## src/core/bpf_pkg.sv

```systemverilog
// Constants and types for the bus capture PCM framer
// What this block does
// - 24-bit word: parity/id, id, label, information
// - Group identifier is plain binary, zero first
// - Bit 1 is odd parity or identifier bit
// - Without parity identifier grows to four bits
// - One identifier per bus pair or group
// - Every word carries a four-bit content label
// - Captured bits keep original order
// - Fill words carry information pattern AAAA
// - Overflow marker word, label 0000, precedes data
// - Optional check word ends every frame
// - Check uses x16+x15+x2+1
// - Check word bits excluded from check
// - Time values fill bits 9-24 in order
// - Optional response time word like microsecond word
// - Serial output sends bit 1 first
// - Fixed bit rate, fast enough for data
// - Captured words leave in arrival order
// - Fixed frame length, 129 to 511 words
// - Every frame starts with sync FAF320
// - Optional three time words follow sync
// - Without check, last slot holds data
// - Fill words may be suppressed
package bpf_pkg;
  localparam logic [23:0] SYNC_WORD = 24'hfaf320;
  localparam logic [15:0] FILL_INFO = 16'haaaa;
  localparam logic [15:0] CRC_POLY = 16'h8005;
  localparam logic [15:0] CRC_INIT = 16'h0000;
  localparam logic [3:0] OVF_LABEL = 4'h0;
  localparam int FRAME_MIN = 129;
  localparam int FRAME_MAX = 511;
  localparam int TIME_WORDS = 3;
  localparam logic [8:0] FRAME_DEF = 9'h100;
  // Register offsets
  localparam logic [3:0] REG_CTRL = 4'h0;
  localparam logic [3:0] REG_FLEN = 4'h1;
  localparam logic [3:0] REG_CRCL = 4'h2;
  localparam logic [3:0] REG_FILL = 4'h3;
  localparam logic [3:0] REG_TIML = 4'h4;
  localparam logic [3:0] REG_STAT = 4'h5;
  localparam logic [3:0] REG_FCNT = 4'h6;
  localparam logic [3:0] REG_OCNT = 4'h7;
  // Control bit positions
  localparam int CTL_EN = 0;
  localparam int CTL_PAR = 1;
  localparam int CTL_TIME = 2;
  localparam int CTL_CRC = 3;
  localparam int CTL_NOFILL = 4;
  localparam int CTL_RESP = 5;
  // Reset values
  localparam logic [5:0] CTRL_RST = 6'h0e;
  localparam logic [7:0] CRCL_RST = 8'h07;
  localparam logic [7:0] FILL_RST = 8'h01;
  localparam logic [15:0] TIML_RST = 16'h2345;
  typedef struct packed {
    logic b1;
    logic [2:0] gid;
    logic [3:0] label;
    logic [15:0] info;
  } bpf_word_s;
  typedef struct packed {
    logic resp;
    logic [3:0] gid;
    logic [3:0] label;
    logic [15:0] info;
  } bpf_cap_s;
  typedef struct packed {
    logic [15:0] hi;
    logic [15:0] lo;
    logic [15:0] us;
  } bpf_time_s;
  typedef enum logic [3:0] {
    K_SYNC = 4'h0, K_THI = 4'h1, K_TLO = 4'h2, K_TUS = 4'h3,
    K_CRC = 4'h4, K_OVF = 4'h5, K_DATA = 4'h6, K_RESP = 4'h7,
    K_FILL = 4'h8, K_DROP = 4'h9, K_NONE = 4'ha
  } bpf_kind_e;
endpackage

```

## src/core/bpf_framer.sv

```systemverilog
// Bus capture PCM framer: word packing, framing, check and serial out
//
// Design decisions made here: the address map and the address-and-strobe port.
`timescale 1ns/1ps
module bpf_framer #(
  parameter int BIT_DIV = 10
) (
  // Clock and reset
  input wire logic mclk_in,
  input wire logic arst_n_in,
  // Register port
  input wire logic [3:0] reg_addr_in,
  input wire logic [15:0] reg_wdata_in,
  input wire logic reg_wr_in,
  input wire logic reg_rd_in,
  output logic [15:0] reg_rdata_out,
  // Capture side
  input wire bpf_pkg::bpf_cap_s cap_word_in,
  input wire logic cap_valid_in,
  output logic cap_ready_out,
  input wire logic cap_ovf_in,
  input wire logic [3:0] cap_ovf_gid_in,
  input wire bpf_pkg::bpf_time_s time_in,
  // Serial output
  output logic ser_bit_out,
  output logic ser_stb_out,
  output logic ser_frame_out
);

  initial begin
    if (BIT_DIV < 2 || BIT_DIV > 65535) begin
      $error("BIT_DIV must lie in 2..65535");
    end
  end

  logic [5:0] ctrl_q;
  logic [8:0] len_q;
  logic [7:0] crcl_q;
  logic [7:0] fill_q;
  logic [15:0] timl_q;
  logic [15:0] fcnt_q;
  logic [15:0] ocnt_q;
  logic [15:0] div_q;
  logic tick_q;
  logic [23:0] sh_q;
  logic [4:0] bcnt_q;
  logic wv_q;
  logic cur_crc_q;
  logic first_q;
  logic [8:0] widx_q;
  logic [15:0] crc_q;
  bpf_pkg::bpf_time_s snap_q;
  bpf_pkg::bpf_cap_s hold_q;
  logic hold_v_q;
  logic ovf_pend_q;
  logic [3:0] ovf_gid_q;
  bpf_pkg::bpf_kind_e kind;
  logic [23:0] wrd_d;
  logic fetch;
  logic last;
  logic load;
  logic take;
  logic par_en;

  assign par_en = ctrl_q[bpf_pkg::CTL_PAR];

  // Builds a word: bit 1 is odd parity or the high identifier bit
  function automatic logic [23:0] mk_word(input logic [3:0] gid,
                                          input logic [3:0] lab,
                                          input logic [15:0] info,
                                          input logic par);
    logic [22:0] rest;
    bpf_pkg::bpf_word_s w;
    rest = {gid[2:0], lab, info};
    w = {1'b0, rest};
    w.b1 = par ? ~^rest : gid[3];
    return w;
  endfunction

  function automatic logic [15:0] crc_step(input logic [15:0] c,
                                           input logic b);
    logic fb;
    fb = c[15] ^ b;
    return {c[14:0], 1'b0} ^ (fb ? bpf_pkg::CRC_POLY : 16'h0000);
  endfunction

  // Register writes
  always_ff @(posedge mclk_in or negedge arst_n_in) begin
    if (!arst_n_in) begin
      ctrl_q <= bpf_pkg::CTRL_RST;
      len_q <= bpf_pkg::FRAME_DEF;
      crcl_q <= bpf_pkg::CRCL_RST;
      fill_q <= bpf_pkg::FILL_RST;
      timl_q <= bpf_pkg::TIML_RST;
    end else if (reg_wr_in) begin
      case (reg_addr_in)
        bpf_pkg::REG_CTRL: ctrl_q <= reg_wdata_in[5:0];
        bpf_pkg::REG_FLEN: begin
          // Out-of-range lengths are ignored
          if (reg_wdata_in >= 16'(bpf_pkg::FRAME_MIN) &&
              reg_wdata_in <= 16'(bpf_pkg::FRAME_MAX)) begin
            len_q <= reg_wdata_in[8:0];
          end
        end
        bpf_pkg::REG_CRCL: crcl_q <= reg_wdata_in[7:0];
        bpf_pkg::REG_FILL: fill_q <= reg_wdata_in[7:0];
        bpf_pkg::REG_TIML: timl_q <= reg_wdata_in;
        default: ;
      endcase
    end
  end

  // Register reads, answered one cycle later
  always_ff @(posedge mclk_in or negedge arst_n_in) begin
    if (!arst_n_in) begin
      reg_rdata_out <= 16'h0000;
    end else if (reg_rd_in) begin
      case (reg_addr_in)
        bpf_pkg::REG_CTRL: reg_rdata_out <= {10'h000, ctrl_q};
        bpf_pkg::REG_FLEN: reg_rdata_out <= {7'h00, len_q};
        bpf_pkg::REG_CRCL: reg_rdata_out <= {8'h00, crcl_q};
        bpf_pkg::REG_FILL: reg_rdata_out <= {8'h00, fill_q};
        bpf_pkg::REG_TIML: reg_rdata_out <= timl_q;
        bpf_pkg::REG_STAT: reg_rdata_out <= {ovf_pend_q, hold_v_q, wv_q,
                                             ctrl_q[bpf_pkg::CTL_EN],
                                             3'h0, widx_q};
        bpf_pkg::REG_FCNT: reg_rdata_out <= fcnt_q;
        bpf_pkg::REG_OCNT: reg_rdata_out <= ocnt_q;
        default: reg_rdata_out <= 16'h0000;
      endcase
    end else begin
      reg_rdata_out <= 16'h0000;
    end
  end

  // Fixed bit rate divider
  always_ff @(posedge mclk_in or negedge arst_n_in) begin
    if (!arst_n_in) begin
      div_q <= 16'h0000;
      tick_q <= 1'b0;
    end else if (div_q == 16'(BIT_DIV - 1)) begin
      div_q <= 16'h0000;
      tick_q <= 1'b1;
    end else begin
      div_q <= 16'(div_q + 16'h0001);
      tick_q <= 1'b0;
    end
  end

  // Chooses the next word when enabled and the shifter is empty, outside tick cycles
  assign last = widx_q >= 9'(len_q - 9'h001);
  assign fetch = ctrl_q[bpf_pkg::CTL_EN] && !wv_q && !tick_q;

  always_comb begin
    kind = bpf_pkg::K_NONE;
    if (widx_q == 9'h000) begin
      kind = bpf_pkg::K_SYNC;
    end else if (ctrl_q[bpf_pkg::CTL_TIME] &&
                 widx_q <= 9'(bpf_pkg::TIME_WORDS)) begin
      case (widx_q[1:0])
        2'h1: kind = bpf_pkg::K_THI;
        2'h2: kind = bpf_pkg::K_TLO;
        default: kind = bpf_pkg::K_TUS;
      endcase
    end else if (last && ctrl_q[bpf_pkg::CTL_CRC]) begin
      kind = bpf_pkg::K_CRC;
    end else if (ovf_pend_q) begin
      kind = bpf_pkg::K_OVF;
    end else if (hold_v_q) begin
      if (!hold_q.resp) begin
        kind = bpf_pkg::K_DATA;
      end else if (ctrl_q[bpf_pkg::CTL_RESP]) begin
        kind = bpf_pkg::K_RESP;
      end else begin
        kind = bpf_pkg::K_DROP;
      end
    end else if (!ctrl_q[bpf_pkg::CTL_NOFILL]) begin
      kind = bpf_pkg::K_FILL;
    end else begin
      kind = bpf_pkg::K_NONE;
    end
  end

  always_comb begin
    case (kind)
      bpf_pkg::K_SYNC: wrd_d = bpf_pkg::SYNC_WORD;
      bpf_pkg::K_THI: wrd_d = mk_word(fill_q[7:4], timl_q[15:12],
                                      time_in.hi, par_en);
      bpf_pkg::K_TLO: wrd_d = mk_word(fill_q[7:4], timl_q[11:8],
                                      snap_q.lo, par_en);
      bpf_pkg::K_TUS: wrd_d = mk_word(fill_q[7:4], timl_q[7:4],
                                      snap_q.us, par_en);
      bpf_pkg::K_CRC: wrd_d = mk_word(crcl_q[7:4], crcl_q[3:0],
                                      crc_q, par_en);
      bpf_pkg::K_OVF: wrd_d = mk_word(ovf_gid_q, bpf_pkg::OVF_LABEL,
                                      ocnt_q, par_en);
      bpf_pkg::K_DATA: wrd_d = mk_word(hold_q.gid, hold_q.label,
                                       hold_q.info, par_en);
      bpf_pkg::K_RESP: wrd_d = mk_word(hold_q.gid, timl_q[3:0],
                                       hold_q.info, par_en);
      bpf_pkg::K_FILL: wrd_d = mk_word(fill_q[7:4], fill_q[3:0],
                                       bpf_pkg::FILL_INFO, par_en);
      default: wrd_d = 24'h000000;
    endcase
  end

  assign load = fetch && kind != bpf_pkg::K_NONE && kind != bpf_pkg::K_DROP;
  assign take = fetch && (kind == bpf_pkg::K_DATA || kind == bpf_pkg::K_RESP ||
                          kind == bpf_pkg::K_DROP);

  // Holding slot toward the capture buffer
  always_ff @(posedge mclk_in or negedge arst_n_in) begin
    if (!arst_n_in) begin
      hold_q <= '0;
      hold_v_q <= 1'b0;
      cap_ready_out <= 1'b0;
    end else if (cap_valid_in && cap_ready_out) begin
      hold_q <= cap_word_in;
      hold_v_q <= 1'b1;
      cap_ready_out <= 1'b0;
    end else if (take) begin
      hold_v_q <= 1'b0;
      cap_ready_out <= 1'b1;
    end else begin
      cap_ready_out <= !hold_v_q;
    end
  end

  // Overflow marker pending; a new overflow wins over the clear
  always_ff @(posedge mclk_in or negedge arst_n_in) begin
    if (!arst_n_in) begin
      ovf_pend_q <= 1'b0;
      ovf_gid_q <= 4'h0;
      ocnt_q <= 16'h0000;
    end else if (cap_ovf_in) begin
      ovf_pend_q <= 1'b1;
      ovf_gid_q <= cap_ovf_gid_in;
      ocnt_q <= 16'(ocnt_q + 16'h0001);
    end else if (load && kind == bpf_pkg::K_OVF) begin
      ovf_pend_q <= 1'b0;
    end
  end

  // Word position in the frame and time snapshot
  always_ff @(posedge mclk_in or negedge arst_n_in) begin
    if (!arst_n_in) begin
      widx_q <= 9'h000;
      fcnt_q <= 16'h0000;
      snap_q <= '0;
    end else if (!ctrl_q[bpf_pkg::CTL_EN]) begin
      widx_q <= 9'h000;
    end else if (load) begin
      if (kind == bpf_pkg::K_SYNC) begin
        snap_q <= time_in;
        fcnt_q <= 16'(fcnt_q + 16'h0001);
      end
      widx_q <= last ? 9'h000 : 9'(widx_q + 9'h001);
    end
  end

  // Shifter, most significant bit first
  always_ff @(posedge mclk_in or negedge arst_n_in) begin
    if (!arst_n_in) begin
      sh_q <= 24'h000000;
      bcnt_q <= 5'h00;
      wv_q <= 1'b0;
      cur_crc_q <= 1'b0;
      first_q <= 1'b0;
    end else if (load) begin
      sh_q <= wrd_d;
      bcnt_q <= 5'h00;
      wv_q <= 1'b1;
      cur_crc_q <= kind == bpf_pkg::K_CRC;
      first_q <= kind == bpf_pkg::K_SYNC;
    end else if (tick_q && wv_q) begin
      sh_q <= {sh_q[22:0], 1'b0};
      bcnt_q <= 5'(bcnt_q + 5'h01);
      first_q <= 1'b0;
      if (bcnt_q == 5'd23) begin
        wv_q <= 1'b0;
      end
    end
  end

  // Serial pins
  always_ff @(posedge mclk_in or negedge arst_n_in) begin
    if (!arst_n_in) begin
      ser_bit_out <= 1'b0;
      ser_stb_out <= 1'b0;
      ser_frame_out <= 1'b0;
    end else begin
      ser_stb_out <= tick_q && wv_q;
      ser_frame_out <= tick_q && wv_q && first_q;
      if (tick_q && wv_q) begin
        ser_bit_out <= sh_q[23];
      end
    end
  end

  // Frame check accumulator
  always_ff @(posedge mclk_in or negedge arst_n_in) begin
    if (!arst_n_in) begin
      crc_q <= bpf_pkg::CRC_INIT;
    end else if (load && kind == bpf_pkg::K_SYNC) begin
      crc_q <= crc_step(bpf_pkg::CRC_INIT, 1'b0) ^ bpf_pkg::CRC_INIT;
    end else if (tick_q && wv_q && !cur_crc_q) begin
      crc_q <= crc_step(crc_q, sh_q[23]);
    end
  end
endmodule

```

## config.mk

```make
export PLATFORM = sky130hd
export DESIGN_NAME = bpf_framer
export DESIGN_NICKNAME = d
export VERILOG_FILES = /design/src/core/bpf_pkg.sv /design/src/core/bpf_framer.sv
export SDC_FILE = /design/constraint.sdc
export NUM_CORES = 1
export LEC_CHECK = 0
export ABC_AREA = 1
export BUFFER_PORTS_ARGS = -buffer_cell sky130_fd_sc_hd__buf_4
export CORE_MARGIN = 2
export CORE_UTILIZATION = 65
export DETAILED_ROUTE_END_ITERATION = 8
export PLACE_DENSITY = 0.83
export SYNTH_ARGS = -nofsm -noshare
export SYNTH_HDL_FRONTEND = slang
export SYNTH_SLANG_ARGS = --single-unit
```

## constraint.sdc

```tcl
create_clock -name mclk_in -period 10.04 [get_ports mclk_in]
set_clock_uncertainty 0.15 [all_clocks]
set_input_delay 0 -clock mclk_in [delete_from_list [all_inputs] [get_ports mclk_in]]
set_output_delay 0 -clock mclk_in [all_outputs]
set_load 0.005 [all_outputs]
```

## Word level (Yosys, flattened, before mapping)

Cells that the tools add are included.

- Reduce and logical (&&, ||, !) cells: 43
- Multiplexer cells: 43
- $add $sub $neg: 6
- Eq/ne operators: 23
- Bitwise logic cells: 2
- Order comparisons: 4

Operators by type and width:

| cell | count |
|---|---|
| $pmux 24 s9 | 1 |
| $reduce_xnor 23->1 | 8 |
| $pmux 16 s8 | 1 |
| $mux 16 | 5 |
| $add 16x1->16 const B | 3 |
| $mux 24 | 2 |
| $eq 4x3->1 const B | 8 |
| $mux 4 | 7 |
| $mux 9 | 3 |
| $mux 1 | 20 |
| $eq 16x4->1 const B | 1 |
| $eq 4x2->1 const B | 4 |
| $ge 16x8->1 const B | 1 |
| $le 16x9->1 const B | 1 |
| $xor 16x16->16 | 1 |
| $logic_and 1x1->1 | 14 |
| $mux 5 | 2 |
| $reduce_and 2->1 | 5 |
| $reduce_bool 2->1 | 5 |
| $add 9x1->9 const B | 1 |
| $ge 9x9->1 | 1 |
| $le 9x2->1 const B | 1 |
| $logic_not 9->1 | 1 |
| $sub 9x1->9 const B | 1 |
| 15 further kinds | 24 |

- Flip-flop bits (word level): 236
- Input port bits: 103

## Logic depth before layout (Yosys ltp)

Gate-level depths: netlist (run 1).

- Word-level depth: 13
- Depth in mapped cells: 26
- Gate-level depth less buffers: 25

## Least setup slack after synthesis (run 1)

No wires, ideal clock.

- Kind: reg-to-reg
- Start: register len_q[0]
- End: register sh_q[16]
- Slack: 6,633 ps
- Buffers on the path: 1
- Stages on the path, launching flop included: 24
- Setup time: 123 ps
- Arrival time: 3,133 ps
- Cell sequence: dfrtp_1 inv_1 ha_1 nand3_1 or3_1 nor3_1 xor2_1 ha_1 a21oi_1 o21a_1 nand2_1 nand2_1 nand2_1 nand2_1 nand2_4 nand2_2 nand2_1 nand2_2 inv_4 nor2_8 inv_4 buf_2 nor2_1 a21oi_1

- Cells in the longest elaborated chain, start to end: 10
- Elaborated cells between the ends (all ways): 22
- Those cells by class: 1 x add/sub; 1 x order compare; 10 x eq/ne; 5 x mux; 5 x reduce/logical

Ends and longest elaborated chain:

| element | line | source |
|---|---|---|
| start: declaration | bpf_framer.sv:37 | `logic [8:0] len_q;` |
| start signal: assignment | bpf_framer.sv:91 | `len_q <= bpf_pkg::FRAME_DEF;` |
| start signal: assignment | bpf_framer.sv:102 | `len_q <= reg_wdata_in[8:0];` |
| $sub 9x1->9 * | bpf_framer.sv:151 | `assign last = widx_q >= 9'(len_q - 9'h001);` |
| $ge 9x9->1 * | bpf_framer.sv:151 |  |
| $logic_and 1x1->1 * | bpf_framer.sv:165 | `end else if (last && ctrl_q[bpf_pkg::CTL_CRC]) begin` |
| $mux 4 * | bpf_framer.sv:165 |  |
| $mux 4 * | bpf_framer.sv:158 | `end else if (ctrl_q[bpf_pkg::CTL_TIME] &&` |
| $mux 4 * | bpf_framer.sv:156 | `if (widx_q == 9'h000) begin` |
| branches (longest 4 deep; another with $pmux 24 s9) | -- |  |
| end signal: assignment | bpf_framer.sv:270 | `sh_q <= wrd_d;` |
| end signal: assignment | bpf_framer.sv:276 | `sh_q <= {sh_q[22:0], 1'b0};` |
| end: declaration | bpf_framer.sv:45 | `logic [23:0] sh_q;` |

Mark *: on every way between the ends.
A chain may end at the register's enable or synchronous reset.

## Worst setup path after layout (run 1)

- Start: register len_q[0]
- End: register crc_q[3]

- Cells in the longest elaborated chain, start to end: 11
- Elaborated cells between the ends (all ways): 14
- Those cells by class: 1 x add/sub; 1 x order compare; 2 x eq/ne; 4 x mux; 6 x reduce/logical

Ends and longest elaborated chain:

| element | line | source |
|---|---|---|
| $sub 9x1->9 * | bpf_framer.sv:151 |  |
| $ge 9x9->1 * | bpf_framer.sv:151 |  |
| $logic_and 1x1->1 * | bpf_framer.sv:165 |  |
| $mux 4 * | bpf_framer.sv:165 |  |
| $mux 4 * | bpf_framer.sv:158 |  |
| $mux 4 * | bpf_framer.sv:156 |  |
| $ne 4x4->1 | bpf_framer.sv:207 | `assign load = fetch && kind != bpf_pkg::K_NONE && kind != bpf_pkg::K_DROP;` |
| $logic_and 1x1->1 (2 in series) | bpf_framer.sv:207 |  |
| $logic_and 1x1->1 * | bpf_framer.sv:304 | `end else if (load && kind == bpf_pkg::K_SYNC) begin` |
| $mux 16 / $reduce_bool 2->1 (equally long branches) | -- |  |
| end signal: assignment | bpf_framer.sv:303 | `crc_q <= bpf_pkg::CRC_INIT;` |
| end signal: assignment | bpf_framer.sv:305 | `crc_q <= crc_step(bpf_pkg::CRC_INIT, 1'b0) ^ bpf_pkg::CRC_INIT;` |
| end signal: assignment | bpf_framer.sv:307 | `crc_q <= crc_step(crc_q, sh_q[23]);` |
| end: declaration | bpf_framer.sv:51 | `logic [15:0] crc_q;` |

Mark *: on every way between the ends. The rest lies on a longest branch, timed or not.

==> results of run 1 <==
-- synth_stat cells (all sizes together) (3+ instances only) --
library cell / number
nand2: 740
inv: 239
dfrtp: 222
nor2: 156
o21ai: 127
nand3: 79
xor2: 77
xnor2: 50
a21oi: 45
o22ai: 41
ha: 25
buf: 24
clkbuf: 21
nor3: 17
nand4: 16
dfstp: 14
mux2: 8
a221oi: 7
nor4: 6
a2111oi: 4
nand3b: 4
o2111ai: 3
-- report_power, final --
part,internal (mW),switching [mW]
registers,1.16,0.236
clock network,0.596,0.417
logic,0.510,0.869
total,2.27,1.52
-- cell usage in the layout, fill, tap and decap left out, drive strengths merged, types with 16 or more instances in the layout --
master and instances:
o22ai 41, ha 25, nor2 156, nor3 17
nand3 79, clkbuf 35, dfrtp 222, a21oi 45
inv 239, xnor2 50, buf 127, o21ai 127
dlygate4sd3 166, nand2 740, nand4 16, xor2 77
-- per-layer routing --
metal,part of all wire,vias up,GRT usage
li1,-,6670,-
met5,0,-,0
met4,0.055,0,0.218
met3,0.11,234,0.0892
met2,0.47,959,0.715
met1,0.37,6920,0.543
-- final cells by class --
type,count,area (µm²)
multi-input combinational,1422,7030
sequential,236,5920
fill,1265,3420
timing repair buffer,293,2640
inverter,240,906
clock buffer,35,746
tap,275,344
clock inverter,12,138
antenna,1,2.50
-- repair_timing --
| item | 4_1_cts | 5_1_grt |
|---|---|---|
| hold endpoints to repair | 256 | 0 |
| setup buffers | 0 | 0 |
| hold buffers | 167 | 0 |
| resized for setup | 0 | 0 |
-- logic make-up (layout without fill, tap and decap cells) --
logic type,count (synthesis),after routing,share of synthesized area
xor gates and xnor gates,127,127,0.0789
adders and majority gates,25,25,0.0222
and+or+nand+nor,1025,1025,0.296
muxes,8,8,0.00639
AOI/OAI and AO/OA,237,237,0.0945
other,0,1,0
buffers and inverters,285,580,0.0815
DFF,236,236,0.420
-- state kept, by name (all words and copies together) (netlist names), 4 cells and up --
signal and count:
widx_q 9, bcnt_q 5, sh_q 24, fcnt_q 16
div_q 16, reg_rdata_out 16, ctrl_q 6, len_q 9
crcl_q 8, timl_q 16, fill_q 8, crc_q 16
hold_q 25, ovf_gid_q 4, ocnt_q 16, snap_q 32
-- worst max-delay path, stage by stage (launching register included) --
cell     delay (ns)
dfrtp_1        0.37
inv_1          0.16
ha_1           0.23
nand3_1        0.12
or3_1          0.36
nor3_1         0.19
xor2_1         0.10
ha_1           0.30
nand2_1        0.07
o21a_1         0.21
nand2_1        0.07
nand2_1        0.12
nand2_1        0.13
nand2_1        0.11
nand2_4        0.12
nand2_2        0.08
nand2_1        0.07
nand2_2        0.37
nor2_8         0.74
inv_2          0.37
nand2_2        0.38
o22ai_1        0.17
-- final timing paths --
kind / start / end / slack, ns / depth (start not counted)
setup / recovery: len_q[0] / crc_q[3] / 4.88 / 21
hold reg to reg: fcnt_q[7] / fcnt_q[7] / 0.32 / 1
max in group asynchronous: arst_n_in / fill_q[5] / 7.29 / 5
setup reg to reg: len_q[0] / crc_q[3] / 4.88 / 21
hold / removal: time_in[7] / snap_q[7] / 0.06 / 4
min in group asynchronous: arst_n_in / ocnt_q[5] / 0.37 / 3
-- metrics by stage --
step / cells / utilization / power [mW] / hold WS (ns)
after detailed placement: 2299 / 0.716 / 2.66 / -0.0644
after global placement: 2299 / 0.716 / 2.59 / -0.0695
after CTS: 2513 / 0.838 / 3.70 / 0.0524
after floorplan: 1943 / - / 2.28 / -0.446
final: 2514 / 0.838 / 3.79 / 0.0640
after global routing: 2514 / 0.838 / 4.00 / 0.0867
==> flow_summary_export.csv, run 1 <==
group,metric,value,unit
global_route,grt_max_degree,74,
placement,gp_congestion,0.969,
finish,design_area,17700,µm²
pwr,peakVddDrop,0.149,mV
timing,maxSlewHeadroom,0.253,
yosys,synth_area_per_cell,7.26,µm²
floorplan,dieArea,22900,µm²
timing,fin_setup_tns,0,ns
route,avgViaCountPerCell,5.88,
worst_setup_path,worstSetupStartpointType,"register",
route,ant_nets,0,
timing,fin_crit_sh,0.514,
timing,setup_violations,0,
worst_setup_path,critPathCaptureType,"register",
finish,area_growth,25.7,%
timing,final.setup.worst_slack,4.88,ns
timing,hold_viol_final,0,
clock_tree,numCtsBuffers,26,
floorplan,coreArea,21200,µm²
global_route,grt_pass1_vias,14486,
floorplan,die_x,151,µm
worst_setup_path,required,10.29,ns
yosys,synth_edf_count,0,
placement,dpl_worst_slack,5.11,ns
clock_tree,clock-sinks,236,
floorplan,initial_utilization,0.667,
floorplan,fp-row-count,53,
floorplan,io_pins,123,
worst_setup_path,crit_fanout,59,
clock_tree,clkTransAtPathRegs,0.06,ns
worst_setup_path,crit_type,"register to register",
yosys,yosys.cell_types.count,50,
timing,rsz0062_at_grt,"no",
timing,slew_viol_final,0,
yosys,synth.top_cell.area_share,0.394,
outcome,status,"complete, no violations",
global_route,grt-ovfl-total,0,
pwr,p_leak,9.21,nW
timing,max_slew.worst_pin.slew,1.12,ns
placement,hpwl,31200,µm
placement,io_buffers,122,
clock_tree,cts_buffer_depth,3,
worst_setup_path,cp_data_arrival_time,5.41,ns
yosys,ys.flop_type,"dfrtp_1",
finish,final_net_count,2347,
pwr,power_density,214,nW/µm²
route,dr.pass1.iters,6,
clock_tree,cts_tree,"done",
route,wl_per_cell,19.4,µm
yosys,async_flop_share,1.00,
clock_tree,cts_root_buffer,"clkbuf_16",
route,vias,14783,
route,drt_iter0_markers,1637,
clock_tree,clk_latency,0.55,ns
yosys,synth_area,14100,µm²
global_route,grt_first_pass_wirelength,76100,µm
clock_tree,htreeDepth,1,
job,max_cap_viol_count,0,
yosys,yosys_warnings,0,
yosys,synthTopCellsByArea,"dfrtp_1 39%, nand2_1 19%, inv_1 5.9%",
global_route,grt_antenna_before_repair,1,
timing,min_period,5.16,ns
finish,drive_gt1_frac,0.105,
worst_hold_path,hold_class,"input port to register",
route,wl,48800,µm
yosys,seq_area_frac_synth,0.420,
yosys,synth-seq-cells,236,
placement,dpl_cell_area,15200,µm²
yosys,yosysTopAreaCell,"dfrtp_1",
global_route,grt_util_all_layers,0.434,
floorplan,die_y,151,µm
yosys,synthCells,1943,
yosys,synth_nets,2071,
route,route.detailed.drc,0,
timing,fmax,194,MHz
Note: power is estimated with default switching activity, not from simulation.
==> run 2: changes to the inputs <==
- ABC_AREA: 1 -> 0
- CORE_UTILIZATION: 65 -> 60
- PLACE_DENSITY: 0.83 -> 0.78
- clock period: 10.04 -> 5.16 ns (I/O delays scaled with it)
==> flow_summary_export.csv, run 2 <==
group,metric,value,unit
floorplan,initial_utilization,0.605,
pwr,p_sw,2.66,mW
worst_setup_path,slowest_delay,0.60,ns
pwr,internal_power,4.73,mW
worst_setup_path,cp_slowest_cell,"or4_1",
finish,final_common_cell,"dfrtp_1",
route,wl_per_cell,24.2,µm
route,wl,43800,µm
route,vias,11429,
worst_hold_path,hold_class,"input port to register",
floorplan,coreArea,21600,µm²
global_route,grt_pass1_vias,11583,
global_route,grt_first_pass_wirelength,66100,µm
route,drt_iter0_markers,1268,
global_route,grt_max_degree,77,
clock_tree,cts_root_buffer,"clkbuf_16",
yosys,synth_area_per_cell,10.2,µm²
yosys,yosysTopAreaCell,"dfrtp_1",
worst_setup_path,crit_fanout,8,
finish,reg_top3,"snap_q x32, hold_q x25, sh_q x24",
yosys,async_flop_share,1.00,
clock_tree,numCtsBuffers,26,
worst_setup_path,cp_data_arrival_time,4.77,ns
finish,design_area,16400,µm²
yosys,synth-seq-cells,236,
floorplan,die_y,152,µm
worst_hold_path,whs_path_depth,4,
global_route,grt_antenna_before_repair,1,
timing,fmax,223,MHz
placement,dpl_worst_slack,0.801,ns
pwr,sw_frac_of_total,0.360,
timing,fin_crit_sh,0.867,
timing,min_period,4.47,ns
pwr,p_leak,7.46,nW
yosys,yosysMostFrequentCell,"dfrtp_1",
clock_tree,post-cts-setup-buffer-count,0,
timing,max_slew.worst_pin.slew,1.06,ns
clock_tree,clock-sinks,236,
route,avgViaCountPerCell,6.31,
pwr,pwr-share-seq,0.388,
floorplan,io_pins,123,
timing,final.setup.worst_slack,0.685,ns
finish,largest_reg_flops,32,
worst_setup_path,critPathCaptureType,"register",
pwr,peakVddDrop,0.357,mV
timing,slew_viol_final,0,
clock_tree,cts_buffer_depth,3,
yosys,synthTopCellsByCount,"222 x dfrtp_1, 210 x nand2_1, 146 x xnor2_1",
finish,final_net_count,1640,
placement,gp_congestion,0.988,
finish,regMostFlops,"snap_q",
route,dr.pass1.iters,6,
pwr,power_density,451,nW/µm²
worst_setup_path,worstSetupStartpointType,"register",
route,ant_nets,0,
placement,hpwl,28900,µm
worst_setup_path,r2r_cells,13,
finish,most-common-layout-cells,"222 x dfrtp_1, 210 x nand2_1, 146 x xnor2_1",
pwr,power.share.clock,0.271,
clock_tree,cts.repair.resized,0,
clock_tree,clkTransAtPathRegs,0.06,ns
route,route.detailed.drc,0,
yosys,synthTopCellsByArea,"dfrtp_1 42%, xnor2_1 9.8%, mux2_2 6.9%",
outcome,status,"complete, no violations",
timing,rsz0062_at_grt,"no",
yosys,synthCells,1281,
timing,fin_setup_tns,0,ns
finish,drive_gt1_frac,0.198,
clock_tree,cts_tree,"done",
yosys,seq_area_frac_synth,0.453,
timing,setup_violations,0,
timing,hold_viol_final,0,
floorplan,dieArea,23000,µm²
clock_tree,htreeDepth,1,
yosys,synth_nets,1409,
placement,dpl_cell_area,14300,µm²
global_route,grt-ovfl-total,0,
yosys,ys.flop_type,"dfrtp_1",
floorplan,fp-row-count,54,
placement,io_buffers,122,
global_route,grt_util_all_layers,0.385,
job,max_cap_viol_count,0,
finish,antennaDiodeCount,0,
timing,maxSlewHeadroom,0.288,
worst_setup_path,required,5.46,ns
finish,area_growth,25.3,%
yosys,synth.top_cell.area_share,0.425,
clock_tree,hold_buffers,117,
yosys,synth_area,13100,µm²
floorplan,die_x,152,µm
worst_setup_path,path_common_cell,"nor2_1",
worst_setup_path,crit_type,"register to register",
yosys,yosys_warnings,0,
yosys,yosys.cell_types.count,76,
pwr,p_comb_frac,0.340,
worst_setup_path,path_cells,"or4_1 -> nor4_1 -> xnor2_1 -> ha_1 -> nand4_1 -> nor2_1 -> a22o_1 -> o31ai_1 -> nor3_1 -> o21a_4 -> nor2_1 -> buf_4 -> mux2i_1",
clock_tree,clk_latency,0.54,ns
yosys,synth_edf_count,0,
run 2: changes by cell type in the layout (fill, tap and decap cells not counted), sizes merged, moves of 59 or more:
cell,change
o21ai,-97
nand2,-530
xnor2,+96
inv,-214
nor2,-83
mux2i,+59
mux2,+72
run 2: worst max-delay path, delay by kind of cell (launching register included):
family / cells / cell delay, ns
compound gates: 3 / 1.12
xor+xnor: 1 / 0.18
fa+ha+maj: 1 / 0.28
buf+inv: 1 / 0.26
flops: 1 / 0.44
mux: 1 / 0.21
simple gates: 6 / 1.75
run 2: path summary, 6_finish.rpt:
kind | to | slack [ns] | start
max | sh_q[0] | 0.69 | len_q[2]
min | snap_q[6] | 0.04 | time_in[6]
max reg2reg | sh_q[0] | 0.69 | len_q[2]
min reg2reg | div_q[15] | 0.34 | div_q[15]
max in group asynchronous | ocnt_q[1] | 3.03 | arst_n_in
min in group asynchronous | widx_q[2] | 0.43 | arst_n_in
run 2: per-layer routing:
metal  part of all wire  wire [µm]  GRT usage  up-vias
met5            0.00030         13          0        -
met4              0.047       2060      0.168        2
met3               0.10       4370      0.105      137
met2               0.46      20000      0.598      632
met1               0.40      17300      0.508     5663
li1                   -          -          -     4995
run 2: layout make-up:
type	instances	area, µm²
clock buffer	36	759
clock inverter	12	170
fill	1414	5220
inverter	24	90.1
multi-input combinational	970	6890
sequential	236	5920
tap	280	350
timing repair buffer	254	2220
run 2: cell families (layout without fill, tap and decap cells):
family          Yosys count  in the layout  synth area share
mux                     141            141             0.117
buf+inv                  75            326            0.0228
compound gates          204            204             0.114
fa+ha+maj                25             25            0.0239
flops                   236            236             0.453
xor+xnor                181            181             0.121
simple gates            419            419             0.148
run 2: metrics by stage:
step	util	instances	hold WS, ns	power (mW)
after global routing	0.759	1812	0.0823	7.68
after global placement	0.661	1647	-0.0652	5.14
final	0.759	1812	0.0431	7.39
after CTS	0.759	1812	0.0241	7.31
after floorplan	-	1281	-0.446	4.43
after detailed placement	0.661	1647	-0.0637	5.22
run 2: power groups by stage:
| stage | Clock (mW) | Sequential [mW] | Combinational (mW) |
|---|---|---|---|
| global placement | 0 | 2.83 | 2.30 |
| detailed placement | 0 | 2.85 | 2.37 |
| global route | 2.09 | 2.89 | 2.70 |
| finish | 2.01 | 2.87 | 2.52 |
| floorplan | 0 | 2.58 | 1.84 |
| CTS | 2.02 | 2.83 | 2.46 |
==> run 3: changes to the inputs <==
- ABC_AREA: 0 -> 1
- CORE_UTILIZATION: 60 -> 61
==> flow_summary_export.csv, run 3 (synthesis results as in run 1) <==
group,metric,value,unit
floorplan,fp-row-count,55,
route,ant_nets,0,
finish,design_area,17700,µm²
timing,maxSlewHeadroom,0.375,
placement,gp_congestion,0.959,
global_route,grt_util_all_layers,0.381,
route,wl_per_cell,18.2,µm
worst_setup_path,critPathCaptureType,"register",
clock_tree,clock-sinks,236,
worst_setup_path,cp_data_arrival_time,4.48,ns
global_route,grt_max_degree,133,
global_route,grt_pass1_vias,13777,
route,wl,45900,µm
pwr,power.share.clock,0.260,
timing,min_period,4.23,ns
global_route,grt-ovfl-total,0,
pwr,peakVddDrop,0.338,mV
pwr,pwr-share-seq,0.375,
route,dr.pass1.iters,6,
route,avgViaCountPerCell,5.59,
finish,stdcell_count,2521,
placement,io_buffers,122,
worst_hold_path,hold_class,"input port to register",
finish,drive_gt1_frac,0.104,
timing,rsz0062_at_grt,"no",
pwr,p_comb_frac,0.365,
pwr,internal_power,4.36,mW
floorplan,io_pins,123,
pwr,p_sw,2.88,mW
clock_tree,cts.repair.resized,0,
finish,regMostFlops,"snap_q",
global_route,grt_first_pass_wirelength,72400,µm
finish,final_common_cell,"nand2_1",
outcome,status,"complete, no violations",
global_route,grt_antenna_before_repair,0,
floorplan,die_x,156,µm
clock_tree,clkTransAtPathRegs,0.06,ns
pwr,p_leak,9.16,nW
finish,area_growth,25.3,%
placement,post-place-cells,2314,
pwr,power_density,410,nW/µm²
finish,most-common-layout-cells,"730 x nand2_1, 223 x inv_1, 222 x dfrtp_1",
floorplan,coreArea,22600,µm²
finish,largest_reg_flops,32,
route,drt_iter0_markers,1306,
timing,fin_crit_sh,0.820,
timing,hold_viol_final,0,
route,vias,14098,
clock_tree,cts_root_buffer,"clkbuf_16",
timing,fin_setup_tns,0,ns
clock_tree,numCtsBuffers,26,
finish,final_net_count,2345,
job,max_cap_viol_count,0,
worst_setup_path,r2r_slack,0.93,ns
floorplan,initial_utilization,0.623,
floorplan,die_y,156,µm
finish,antennaDiodeCount,0,
timing,fmax,236,MHz
clock_tree,clk_latency,0.54,ns
pwr,sw_frac_of_total,0.398,
timing,setup_violations,0,
placement,dpl_cell_area,15200,µm²
finish,reg_top3,"snap_q x32, hold_q x25, sh_q x24",
timing,slew_viol_final,0,
placement,hpwl,31300,µm
clock_tree,cts_tree,"done",
worst_setup_path,worstSetupStartpointType,"register",
clock_tree,htreeDepth,1,
floorplan,dieArea,24300,µm²
worst_setup_path,crit_fanout,21,
clock_tree,cts_buffer_depth,3,
timing,max_slew.worst_pin.slew,0.935,ns
worst_setup_path,required,5.41,ns
worst_setup_path,crit_type,"register to register",
route,route.detailed.drc,0,
run 3: worst paths after layout:
path	startpoint	endpoint	cells past startpoint
min reg2reg	fcnt_q[4]	fcnt_q[4]	1
min	reg_addr_in[3]	reg_rdata_out[1]	6
max	len_q[0]	crc_q[7]	21
min in group asynchronous	arst_n_in	timl_q[15]	3
max in group asynchronous	arst_n_in	widx_q[1]	4
max reg2reg	len_q[0]	crc_q[7]	21
run 3: layout make-up:
type | count | area, µm²
flip-flops and latches | 236 | 5920
fillers | 1617 | 4970
inverters | 240 | 906
repair buffers | 291 | 2610
well taps | 285 | 357
multi-input cells | 1422 | 7030
clock inverters | 7 | 85.1
clock buffers | 40 | 764
run 3: stage by stage:
| step | hold WS (ns) | power (mW) | setup WS [ns] | util |
|---|---|---|---|---|
| after floorplan | -0.446 | 4.44 | 1.75 | - |
| after detailed placement | -0.0613 | 5.19 | 1.04 | 0.672 |
| after global routing | 0.0869 | 7.68 | 0.528 | 0.780 |
| after CTS | 0.0231 | 7.16 | 1.03 | 0.780 |
| final | 0.0388 | 7.25 | 0.931 | 0.780 |
| after global placement | -0.0647 | 5.09 | 1.17 | 0.672 |
run 3: critical path, stage by stage, from the launching register on:
cell and delay, ns:
dfrtp_1 0.36, inv_1 0.14, ha_1 0.21, nand3_1 0.11, or3_1 0.35, nor3_1 0.19, xor2_1 0.10, ha_1 0.30
nand2_1 0.07, o21a_1 0.21, nand2_1 0.08, nand2_1 0.11, nand2_1 0.12, nand2_1 0.10, nand2_4 0.12, nand2_2 0.09
inv_2 0.10, nand2_4 0.12, nor2_8 0.33, inv_2 0.26, nand2_2 0.33, o22ai_1 0.13
run 3: power by group through the flow:
stage	logic [mW]	clock network (mW)	registers, mW
6_report	2.64	1.88	2.72
3_3_place_gp	2.38	0	2.70
2_1_floorplan	1.88	0	2.55
3_5_place_dp	2.48	0	2.71
5_1_grt	2.98	1.96	2.75
4_1_cts	2.59	1.89	2.69
run 3: what timing repair did:
| item | 4_1_cts | 5_1_grt |
|---|---|---|
| hold endpoints to repair | 258 | 0 |
| buffers inserted | 0 | 0 |
| hold buffers | 160 | 0 |
run 3: layer usage:
metal | vias to the layer above | wire (µm) | global-route usage | part of all wire
met1 | 6610 | 18600 | 0.503 | 0.40
met2 | 685 | 21600 | 0.639 | 0.47
li1 | 6669 | - | - | -
met4 | 0 | 1830 | 0.139 | 0.040
met3 | 134 | 3900 | 0.0597 | 0.085
met5 | - | 0 | 0 | 0
